**src/hw/hkio_map.svh**
```systemverilog
// register offsets, field positions, reset values and timing figures of the key and handwheel image
`ifndef HKIO_MAP_SVH
`define HKIO_MAP_SVH

`define HKIO_CLK_HZ 20000000
`define HKIO_US_PER_S 1000000
`define HKIO_KEY_DEB_US 5000
`define HKIO_ENC_DEB_US 20

`define HKIO_OFS_IMAGE0 4'h0
`define HKIO_OFS_IMAGE1 4'h4
`define HKIO_OFS_LAMP 4'h8
`define HKIO_OFS_STATUS 4'hC

`define HKIO_KEY_COUNT 14
`define HKIO_LAMP_COUNT 8
`define HKIO_FILT_KEY_W 17
`define HKIO_FILT_ENC_W 2

`define HKIO_LAMP_RST 8'h00
`define HKIO_CNT_RST 8'h00
`define HKIO_KEYS_RST 14'h0000
`define HKIO_CNT_ONE 8'h01

`define HKIO_SW_MIDDLE 2'h0
`define HKIO_SW_CCW 2'h1
`define HKIO_SW_CW 2'h2
`define HKIO_SW_BOTH 2'h3

`define HKIO_STAT_A_BIT 0
`define HKIO_STAT_B_BIT 1
`define HKIO_LAMP_LANE 0

`endif

```
**src/hw/hkio_pkg.sv**
```systemverilog
// types shared by the key and handwheel image logic
package hkio_pkg;

  typedef enum logic [0:0] {
    HKIO_BUS_IDLE = 1'b0,
    HKIO_BUS_ACK = 1'b1
  } hkio_bus_state_t;

  // five image bytes: keys 1-8, keys 9-14, switch and pushbutton, forward count; backward count in second word
  typedef struct packed {
    logic [7:0] fwd_count;
    logic [4:0] rsvd_b2;
    logic pushbutton;
    logic [1:0] key_switch;
    logic [1:0] rsvd_b1;
    logic [5:0] keys_hi;
    logic [7:0] keys_lo;
  } hkio_image0_t;

endpackage : hkio_pkg

```
**src/hw/hkio_filt_if.sv**
```systemverilog
// raw and filtered input levels passed between the image top and its input filter
interface hkio_filt_if #(
  parameter int W = 1
);
  logic [W-1:0] raw;
  logic [W-1:0] clean;

  modport filter (
    input raw,
    output clean
  );

  modport user (
    output raw,
    input clean
  );
endinterface : hkio_filt_if

```
**src/hw/hkio_debounce.sv**
```systemverilog
// two-stage synchroniser and per-bit debounce filter
module hkio_debounce #(
  parameter int W = 1,
  parameter int COUNT = 4
) (
  input wire logic i_clock,
  input wire logic i_rst_n,
  input wire logic i_clk_en,
  hkio_filt_if.filter bus
);
  localparam int CW = $clog2(COUNT + 1);

  logic [W-1:0] sync1_q;
  logic [W-1:0] sync2_q;

  always_ff @(posedge i_clock or negedge i_rst_n) begin
    if (!i_rst_n) begin
      sync1_q <= '0;
      sync2_q <= '0;
    end else if (i_clk_en) begin
      sync1_q <= bus.raw;
      sync2_q <= sync1_q;
    end
  end

  genvar g;
  generate
    for (g = 0; g < W; g++) begin : g_bit
      logic stable_q;
      logic stable_d;
      logic [CW-1:0] cnt_q;
      logic [CW-1:0] cnt_d;

      // a level must hold for COUNT cycles before it is taken
      always_comb begin
        stable_d = stable_q;
        cnt_d = '0;
        if (sync2_q[g] != stable_q) begin
          if (cnt_q == CW'(COUNT - 1)) begin
            stable_d = sync2_q[g];
          end else begin
            cnt_d = cnt_q + CW'(1);
          end
        end
      end

      always_ff @(posedge i_clock or negedge i_rst_n) begin
        if (!i_rst_n) begin
          stable_q <= 1'b0;
          cnt_q <= '0;
        end else if (i_clk_en) begin
          stable_q <= stable_d;
          cnt_q <= cnt_d;
        end
      end

      assign bus.clean[g] = stable_q;
    end
  endgenerate
endmodule : hkio_debounce

```
**src/hw/hkio_top.sv**
```systemverilog
// operator panel key, lamp and handwheel image with an avalon-mm register slave
// What this block does
// each of fourteen function keys reads 1 while held, 0 when released
// first eight keys have lamps lit when their lamp bit is 1
// key switch reads 00 middle, 01 counterclockwise, 10 clockwise
// illuminated pushbutton reads 1 while pressed, 0 when released
// both handwheel counters are zero after startup
// each pulse increments exactly one counter chosen by direction, never decrements
// counters are eight bits and wrap from 255 to 0 silently
// counters read as unsigned bytes, bit 0 least significant
// one handwheel revolution gives fifty counted pulses
// every pulse up to two hundred per second is counted
// plc reads both counters at least once a second
// plc should scan counters at 100 ms or faster
// plc takes forward change minus backward change, modulo 256; the bench model keeps a 9-bit difference, modulo 512
// no absolute position or setpoint is kept, only relative counts
// keys, switch and counters fill a five-byte input image
// encoder inputs are synchronised and counted once per clean step
// keys, pushbutton and switch are synchronised and debounced
//
// The register offsets and the Avalon-MM interface to the registers were decided locally.
`include "hkio_map.svh"

module hkio_top #(
  parameter int KEY_DEB_CYC = `HKIO_KEY_DEB_US * (`HKIO_CLK_HZ / `HKIO_US_PER_S),
  parameter int ENC_DEB_CYC = `HKIO_ENC_DEB_US * (`HKIO_CLK_HZ / `HKIO_US_PER_S)
) (
  input wire logic i_clock,
  input wire logic i_rst_n,
  input wire logic i_clk_en,
  input wire logic [3:0] i_avs_address,
  input wire logic i_avs_read,
  input wire logic i_avs_write,
  input wire logic [31:0] i_avs_writedata,
  input wire logic [3:0] i_avs_byteenable,
  output logic [31:0] o_avs_readdata,
  output logic o_avs_waitrequest,
  input wire logic [`HKIO_KEY_COUNT-1:0] i_function_key_bits,
  input wire logic i_pushbutton,
  input wire logic i_key_switch_ccw,
  input wire logic i_key_switch_cw,
  input wire logic i_wheel_a,
  input wire logic i_wheel_b,
  output logic [`HKIO_LAMP_COUNT-1:0] o_function_key_lamp_bits
);

  function automatic logic hkio_sel(input logic [3:0] addr, input logic [3:0] ofs);
    hkio_sel = (addr == ofs);
  endfunction : hkio_sel

  // input filtering
  hkio_filt_if #(.W(`HKIO_FILT_KEY_W)) key_if ();
  hkio_filt_if #(.W(`HKIO_FILT_ENC_W)) enc_if ();

  assign key_if.raw = {i_key_switch_cw, i_key_switch_ccw, i_pushbutton, i_function_key_bits};
  assign enc_if.raw = {i_wheel_b, i_wheel_a};

  hkio_debounce #(
    .W(`HKIO_FILT_KEY_W),
    .COUNT(KEY_DEB_CYC)
  ) u_key_filt (
    .i_clock(i_clock),
    .i_rst_n(i_rst_n),
    .i_clk_en(i_clk_en),
    .bus(key_if.filter)
  );

  hkio_debounce #(
    .W(`HKIO_FILT_ENC_W),
    .COUNT(ENC_DEB_CYC)
  ) u_enc_filt (
    .i_clock(i_clock),
    .i_rst_n(i_rst_n),
    .i_clk_en(i_clk_en),
    .bus(enc_if.filter)
  );

  logic [`HKIO_KEY_COUNT-1:0] clean_keys;
  logic clean_push;
  logic clean_ccw;
  logic clean_cw;
  logic clean_a;
  logic clean_b;

  assign {clean_cw, clean_ccw, clean_push, clean_keys} = key_if.clean;
  assign {clean_b, clean_a} = enc_if.clean;

  // key image
  logic [`HKIO_KEY_COUNT-1:0] keys_q;
  logic [`HKIO_KEY_COUNT-1:0] keys_d;
  logic push_q;
  logic push_d;
  logic [1:0] sw_q;
  logic [1:0] sw_d;

  always_comb begin
    keys_d = clean_keys;
    push_d = clean_push;
    // both contacts closed only in transit: keep the last valid position
    sw_d = sw_q;
    if (clean_ccw && !clean_cw) begin
      sw_d = `HKIO_SW_CCW;
    end else if (clean_cw && !clean_ccw) begin
      sw_d = `HKIO_SW_CW;
    end else if (!clean_cw && !clean_ccw) begin
      sw_d = `HKIO_SW_MIDDLE;
    end
  end

  always_ff @(posedge i_clock or negedge i_rst_n) begin
    if (!i_rst_n) begin
      keys_q <= `HKIO_KEYS_RST;
      push_q <= 1'b0;
      sw_q <= `HKIO_SW_MIDDLE;
    end else if (i_clk_en) begin
      keys_q <= keys_d;
      push_q <= push_d;
      sw_q <= sw_d;
    end
  end

  // handwheel pulse counters
  logic a_prev_q;
  logic a_prev_d;
  logic [7:0] fwd_q;
  logic [7:0] fwd_d;
  logic [7:0] bwd_q;
  logic [7:0] bwd_d;
  logic step;
  logic fwd_step;
  logic bwd_step;

  // one count per rising edge of the filtered a track; b level gives direction
  assign step = clean_a && !a_prev_q;
  assign fwd_step = step && !clean_b;
  assign bwd_step = step && clean_b;

  always_comb begin
    a_prev_d = clean_a;
    fwd_d = fwd_q;
    bwd_d = bwd_q;
    if (fwd_step) begin
      fwd_d = fwd_q + `HKIO_CNT_ONE;
    end else if (bwd_step) begin
      bwd_d = bwd_q + `HKIO_CNT_ONE;
    end
  end

  always_ff @(posedge i_clock or negedge i_rst_n) begin
    if (!i_rst_n) begin
      a_prev_q <= 1'b0;
      fwd_q <= `HKIO_CNT_RST;
      bwd_q <= `HKIO_CNT_RST;
    end else if (i_clk_en) begin
      a_prev_q <= a_prev_d;
      fwd_q <= fwd_d;
      bwd_q <= bwd_d;
    end
  end

  // image assembly
  hkio_pkg::hkio_image0_t image0;

  always_comb begin
    image0 = '0;
    image0.keys_lo = keys_q[`HKIO_LAMP_COUNT-1:0];
    image0.keys_hi = keys_q[`HKIO_KEY_COUNT-1:`HKIO_LAMP_COUNT];
    image0.key_switch = sw_q;
    image0.pushbutton = push_q;
    image0.fwd_count = fwd_q;
  end

  // avalon-mm slave
  hkio_pkg::hkio_bus_state_t state_q;
  hkio_pkg::hkio_bus_state_t state_d;
  logic [31:0] rdata_q;
  logic [31:0] rdata_d;
  logic [`HKIO_LAMP_COUNT-1:0] lamp_q;
  logic [`HKIO_LAMP_COUNT-1:0] lamp_d;
  logic req;
  logic ack;

  assign req = i_avs_read || i_avs_write;
  assign ack = (state_q == hkio_pkg::HKIO_BUS_ACK) && i_clk_en;
  assign o_avs_waitrequest = req && !ack;
  assign o_avs_readdata = rdata_q;
  assign o_function_key_lamp_bits = lamp_q;

  always_comb begin
    state_d = state_q;
    rdata_d = rdata_q;
    lamp_d = lamp_q;
    case (state_q)
      hkio_pkg::HKIO_BUS_IDLE: begin
        if (req) begin
          state_d = hkio_pkg::HKIO_BUS_ACK;
          rdata_d = '0;
          if (i_avs_read) begin
            if (hkio_sel(i_avs_address, `HKIO_OFS_IMAGE0)) begin
              rdata_d = image0;
            end else if (hkio_sel(i_avs_address, `HKIO_OFS_IMAGE1)) begin
              rdata_d[7:0] = bwd_q;
            end else if (hkio_sel(i_avs_address, `HKIO_OFS_LAMP)) begin
              rdata_d[`HKIO_LAMP_COUNT-1:0] = lamp_q;
            end else if (hkio_sel(i_avs_address, `HKIO_OFS_STATUS)) begin
              rdata_d[`HKIO_STAT_A_BIT] = clean_a;
              rdata_d[`HKIO_STAT_B_BIT] = clean_b;
            end
          end
        end
      end
      hkio_pkg::HKIO_BUS_ACK: begin
        state_d = hkio_pkg::HKIO_BUS_IDLE;
        if (i_avs_write && hkio_sel(i_avs_address, `HKIO_OFS_LAMP) && i_avs_byteenable[`HKIO_LAMP_LANE]) begin
          lamp_d = i_avs_writedata[`HKIO_LAMP_COUNT-1:0];
        end
      end
      default: begin
        state_d = hkio_pkg::HKIO_BUS_IDLE;
      end
    endcase
  end

  always_ff @(posedge i_clock or negedge i_rst_n) begin
    if (!i_rst_n) begin
      state_q <= hkio_pkg::HKIO_BUS_IDLE;
      rdata_q <= '0;
      lamp_q <= `HKIO_LAMP_RST;
    end else if (i_clk_en) begin
      state_q <= state_d;
      rdata_q <= rdata_d;
      lamp_q <= lamp_d;
    end
  end

  logic started_q;

  always_ff @(posedge i_clock or negedge i_rst_n) begin
    if (!i_rst_n) begin
      started_q <= 1'b0;
    end else begin
      started_q <= 1'b1;
    end
  end
endmodule : hkio_top

```
**config.mk**
```make
export PLATFORM = sky130hd
export DESIGN_NAME = hkio_top
export DESIGN_NICKNAME = d
export VERILOG_FILES = /design/src/hw/hkio_pkg.sv /design/src/hw/hkio_filt_if.sv /design/src/hw/hkio_debounce.sv /design/src/hw/hkio_top.sv
export VERILOG_INCLUDE_DIRS = /design/src /design/src/hw
export SDC_FILE = /design/constraint.sdc
export NUM_CORES = 1
export LEC_CHECK = 0
export ABC_AREA = 1
export BUFFER_PORTS_ARGS = -buffer_cell sky130_fd_sc_hd__buf_2
export CAP_MARGIN = 15
export CORE_ASPECT_RATIO = 1.5
export CORE_UTILIZATION = 55
export CTS_CLUSTER_DIAMETER = 100
export DETAILED_ROUTE_END_ITERATION = 12
export HOLD_SLACK_MARGIN = 0.15
export PLACE_DENSITY_LB_ADDON = 0.3
export SLEW_MARGIN = 0
export SYNTH_ARGS = -nofsm -noshare
export SYNTH_HDL_FRONTEND = slang
export SYNTH_HIERARCHICAL = 1
export SYNTH_SLANG_ARGS = --single-unit
```
**constraint.sdc**
```tcl
create_clock -name i_clock -period 4.3 [get_ports i_clock]
set_clock_uncertainty 0.15 [all_clocks]
set_input_delay 0.645 -clock i_clock [delete_from_list [all_inputs] [get_ports i_clock]]
set_output_delay 0.645 -clock i_clock [all_outputs]
set_load 0.02 [all_outputs]
```
# Yosys cells after proc, flatten, opt, wreduce, memory -nomap -nowiden

Index checks and enable logic that the tools add are counted.

Register bits: 439
Output and inout port bits: 41
ROM bits: 0
RAM bits: 0
Latch bits: 0
Memories kept: 0
Word-level logic and storage cells: 207

Equality and inequality tests: 41
$add $sub $neg: 21
Bitwise logic cells: 2
Multiplexer cells: 50
$lt $le $gt $ge: 0
Shifts and indexed selects: 0
Multipliers: 0
Divide/modulo/power cells: 0
Reductions and logical operators: 42

Operator list:

| cell                                                | number |
|---|---|
| two-way mux 17 bit                                  | 34 |
| adder 17 x 1 -> 17 bit, second input constant       | 17 |
| equality test 17 bit, second input constant         | 17 |
| AND reduction 3 bit                                 | 22 |
| two-way mux 9 bit                                   | 4 |
| two-way mux 32 bit                                  | 1 |
| two-way mux 24 bit                                  | 1 |
| != test 1 bit                                       | 19 |
| adder 9 x 1 -> 9 bit, second input constant         | 2 |
| equality test 9 bit, second input constant          | 2 |
| adder 8 x 1 -> 8 bit, second input constant         | 2 |
| two-way mux 8 bit                                   | 2 |
| logical AND 1 bit                                   | 10 |
| two-way mux 2 bit                                   | 5 |
| equality test 4 bit, second input constant          | 2 |
| two-way mux 6 bit                                   | 1 |
| logical NOT 1 bit                                   | 5 |
| equality test 4 x 3 -> 1 bit, second input constant | 1 |
| logical NOT 4 bit                                   | 1 |
| AND reduction 2 bit                                 | 2 |
| nonzero test 3 bit                                  | 1 |
| inverter 1 bit                                      | 2 |
| one-hot mux 1 bit (2 select lines)                  | 1 |
| logical OR 1 bit                                    | 1 |
| two-way mux 1 bit                                   | 1 |

# Logic depth before layout (Yosys ltp)

Depth after elaboration: 6
Gate-level depth with buffers: 10

# Modules after synthesis

Netlist, hierarchy kept.

Modules (own cells, without submodules):

| module                      | area each (um^2) | instances | cells an instance | sequential area each (um^2) |
|---|---|---|---|---|
| hkio_debounce at u_key_filt | 19,765.2         | 1         | 2,731             | 8,508.2 |
| hkio_top                    | 3,328.2          | 1         | 392               | 1,701.6 |
| hkio_debounce at u_enc_filt | 1,375.1          | 1         | 200               | 600.6 |

# Worst setup path after synthesis

Ideal clock, no wire load.

Kind: input-to-output
From: input i_clk_en
To: output o_avs_waitrequest
Path buffers: 2
Data arrival time: 1,333 ps
Slack: 2,172 ps
Stages on the path: 3
Data required time: 3,505 ps
Path through: buf_6 clkbuf_1 a21oi_1

Longest elaborated chain between the ends: 3

RTL lines:

| item              | line            | RTL |
|---|---|---|
| from (decl)       | hkio_top.sv:30  | `input wire logic i_clk_en,` |
| logical AND 1 bit | hkio_top.sv:184 | `assign ack = (state_q == hkio_pkg::HKIO_BUS_ACK) && i_clk_en;` |
| logical NOT 1 bit | hkio_top.sv:185 | `assign o_avs_waitrequest = req && !ack;` |
| logical AND 1 bit | hkio_top.sv:185 |  |
| to (decl)         | hkio_top.sv:37  | `output logic o_avs_waitrequest,` |

No other way between the ends.

# Worst setup path in the final report

Ends and elaborated chain as after synthesis.

==> flow_summary.ini <==
[synthesis]
yosys.area.top_type = dfrtp_1
yosysTopAreaCellShare_pct = 44.18
synth_area_leaders = dfrtp_1 (44%), nand2_1 (17%), inv_1 (5.7%)
synthCells = 3323
synth-xor-area-share_pct = 4.403
synth_fa_ha_area_share_pct = 1.074
synthSimpleGateAreaFrac_pct = 33.50
syn_area_um2 = 24470
seq_area_frac_synth_pct = 44.18
async_flop_share_pct = 100.0
syn_area_per_cell_um2 = 7.363
muxShareOfSynthArea_pct = 0.04091
synth_top_family_by_area = simple AND/OR/NAND/NOR gates
synth_compound_area_share_pct = 8.289
ys_ff_latch = 432
synth_cell_types = 46
synth_edf_count = 0
yosysWarnings = 6
yosys_most_used_dff = dfrtp_1

[clocking]
clock-sinks = 432
clock-root-buffer = clkbuf_16
ctsResizeCount = 0
cts_tree = yes
numCtsBuffers = 44
htree_levels = 2
insertion_delay_ns = 0.56
cts_buffer_depth = 3
clkTransAtPathRegs_ns = 0.06

[sta]
worstMarginPinSlew_ns = 0.8478
setup_viol = 0
grt_setup_unrepaired = false
slew_headroom_pct = 43.48
final_hold_viol_count = 0
fmax_ghz = 0.4579
slew_viol_final = 0
period_share_pct = 50.79
tns_ns = 0
min_period_ns = 2.184

[routing]
ant_nets = 0
via_count = 21370
drcViolationCount = 0
wl_per_cell_um = 13.54
dr.pass1.iters = 7
wl_mm = 53.94
vias_per_cell = 5.366
first_iter_violations = 1448

[power]
peakVddDrop_uv = 290.1
p_leak_nw = 12.66
cellPowerDensity_nw_per_um2 = 328.3

[run_status]
outcome = completed

[worst_setup_path]
cpLargestDelayFamily = buffers and inverters
cp_cell_sequence = clkbuf_8, a21oi_1, buf_2
crit_type = in2out
setup.worst_path.end_class = primary output
worst-path-max-fanout = 79
crit_path_top_delay_cell = clkbuf_8
crit_arrival_ns = 1.39
crit_path_start_kind = input pin
path_buf_inv = 2
cp.required_ns = 3.50
slowest_delay_ns = 0.40

[cells_and_area]
utilization_pct = 60.84
drive_above_1_share_pct = 8.394
seqCellArea_um2 = 10810
syn2layout_area_growth_pct = 9.087
nFillCells = 3818
num_antenna_cells = 0
multiInputGateArea_um2 = 11600
final_nets = 3458

[die]
die-area_um2 = 45350
row_count = 94
fp.dieW_um = 174.2
die_h_um = 260.3
ioPinCount = 105
initial_core_util_pct = 55.78
core_area_um2 = 43870

[grt]
grt_max_degree = 124
antenna_found_initial = 0
grt_usage_pct = 23.99
grt_overflow = 0
first_global_vias = 20700
grt_pass1_wl_mm = 92.36

[placed_design]
dp_hpwl_mm = 37.34
gp_congestion = 0.9097
io_buffer_count = 70

[worst_hold_path]
hold_class = in2reg

[job]
cap_violations = 0
==> kinds of logic (layout without fill, tap and decap cells) <==
| group | after synthesis | count (layout) |
|---|---|---|
| buffers and inverters | 489 | 567 |
| DFF | 432 | 432 |
| muxes | 1 | 1 |
| xor gates and xnor gates | 123 | 123 |
| adders and majority gates | 21 | 21 |
| other | 1 | 7 |
| AOI/OAI and AO/OA | 350 | 350 |
| and+or+nand+nor | 1906 | 1906 |
==> path summary, 6_finish.rpt <==
path | start | to | slack (ns) | depth (start not counted)
max | i_clk_en | o_avs_waitrequest | 2.12 | 3
min | i_avs_writedata[0] | o_function_key_lamp_bits[0] | 0.18 | 3
max reg2reg | u_key_filt/g_bit[7].cnt_q[0] | u_key_filt/g_bit[7].cnt_q[16] | 2.18 | 10
min reg2reg | u_key_filt/sync1_q[6] | u_key_filt/sync1_q[6] | 0.32 | 2
max in group asynchronous | i_rst_n | u_key_filt/g_bit[9].cnt_q[11] | 2.46 | 3
min in group asynchronous | i_rst_n | u_key_filt/g_bit[2].cnt_q[14] | 0.57 | 2
==> layer usage <==
layer	routed length (um)	GRT usage [%]	part of all wire [%]	up-vias
met4	1251	8.114	2.3	0
met2	27940	44.67	52	460
li1	-	-	-	10630
met5	0	0	0	-
met3	1887	2.695	3.5	99
met1	22870	28.51	42	10180
==> cells in the mapped netlist, types with 2 or more instances <==
library cell and count:
inv_2 16, nor2_2 38, o22ai_1 62, nand3_2 2, o21ai_2 13, buf_4 39, nand2_2 18, nand3_4 2
a21boi_4 4, xor2_1 100, clkbuf_1 16, o211ai_1 2, xnor2_1 23, inv_1 374, nand3_1 258, buf_2 33
nor3_1 34, nand2_4 4, dfrtp_1 432, or2_2 4, o21bai_4 2, ha_1 21, nand4_1 91, buf_6 7
o21bai_1 19, nor3_2 4, nor2_1 293, nor2_4 20, o21ai_1 50, nand2_1 1129, a21oi_1 16, nand3b_1 6
o21ai_0 178
==> metrics by stage <==
stage               instance area (um^2)  cells  worst slack, ns  hold WS [ns]  power (mW)
floorplan                          24490   3329            2.172        0.1994       4.764
global placement                   25160   3894            1.705        0.3033       4.975
detailed placement                 25160   3894            1.680        0.3083       5.004
CTS                                26690   3983            2.050        0.1510       8.869
global route                       26690   3983            1.931        0.1719       9.114
finish                             26690   3983            2.116        0.1756       8.764
==> cell type report <==
type / count / area share (%)
clock inverter: 14 / 0.5109
clock buffer: 66 / 4.889
multi-input combinational: 2408 / 43.46
sequential: 432 / 40.50
timing repair buffer: 95 / 2.405
inverter: 392 / 5.531
tap: 576 / 2.700
==> worst register-to-register path, cell delays in order (launching register included) <==
cell	delay [ns]
dfrtp_1	0.43
ha_1	0.24
nand2_1	0.09
nor2_2	0.14
inv_1	0.07
nor2_1	0.12
nand2_1	0.07
nand2_1	0.30
inv_1	0.23
nand3_1	0.11
nand2_1	0.06
==> repair_timing <==
action,in CTS,in global routing
setup buffers,0,0
hold buffers,9,0
hold endpoints to repair,100,0
==> power by group <==
group / internal, mW / total, mW / switching [mW]
combinational: 0.187 / 0.624 / 0.437
clock: 2.22 / 3.84 / 1.61
sequential: 4.19 / 4.30 / 0.113
==> cell usage in the layout (no fill, tap or decap), types with 13 or more instances in the layout <==
cell type,synthesis,layout
clkbuf_16,0,45
nand4_1,91,91
inv_2,16,16
inv_1,374,374
o21ai_2,13,13
o21ai_1,50,50
nor2_1,293,293
nor2_4,20,20
ha_1,21,21
buf_2,33,68
dfrtp_1,432,432
nand3_1,258,258
o21ai_0,178,178
nor3_1,34,34
o22ai_1,62,62
o21bai_1,19,19
nor2_2,38,38
a21oi_1,16,16
nand2_2,18,18
xor2_1,100,100
xnor2_1,23,23
nand2_1,1129,1129
==> flip-flops by register name, indices dropped and copies added, names as in the netlist <==
signal                     flops
a_prev_q                       1
bwd_q                          8
fwd_q                          8
keys_q                        14
o_avs_readdata                25
o_function_key_lamp_bits       8
push_q                         1
state_q                        1
sw_q                           2
u_enc_filt/g_bit.cnt_q        18
u_enc_filt/g_bit.stable_q      2
u_enc_filt/sync1_q             2
u_enc_filt/sync2_q             2
u_key_filt/g_bit.cnt_q       289
u_key_filt/g_bit.stable_q     17
u_key_filt/sync1_q            17
u_key_filt/sync2_q            17
(Power assumes the default switching activity.)
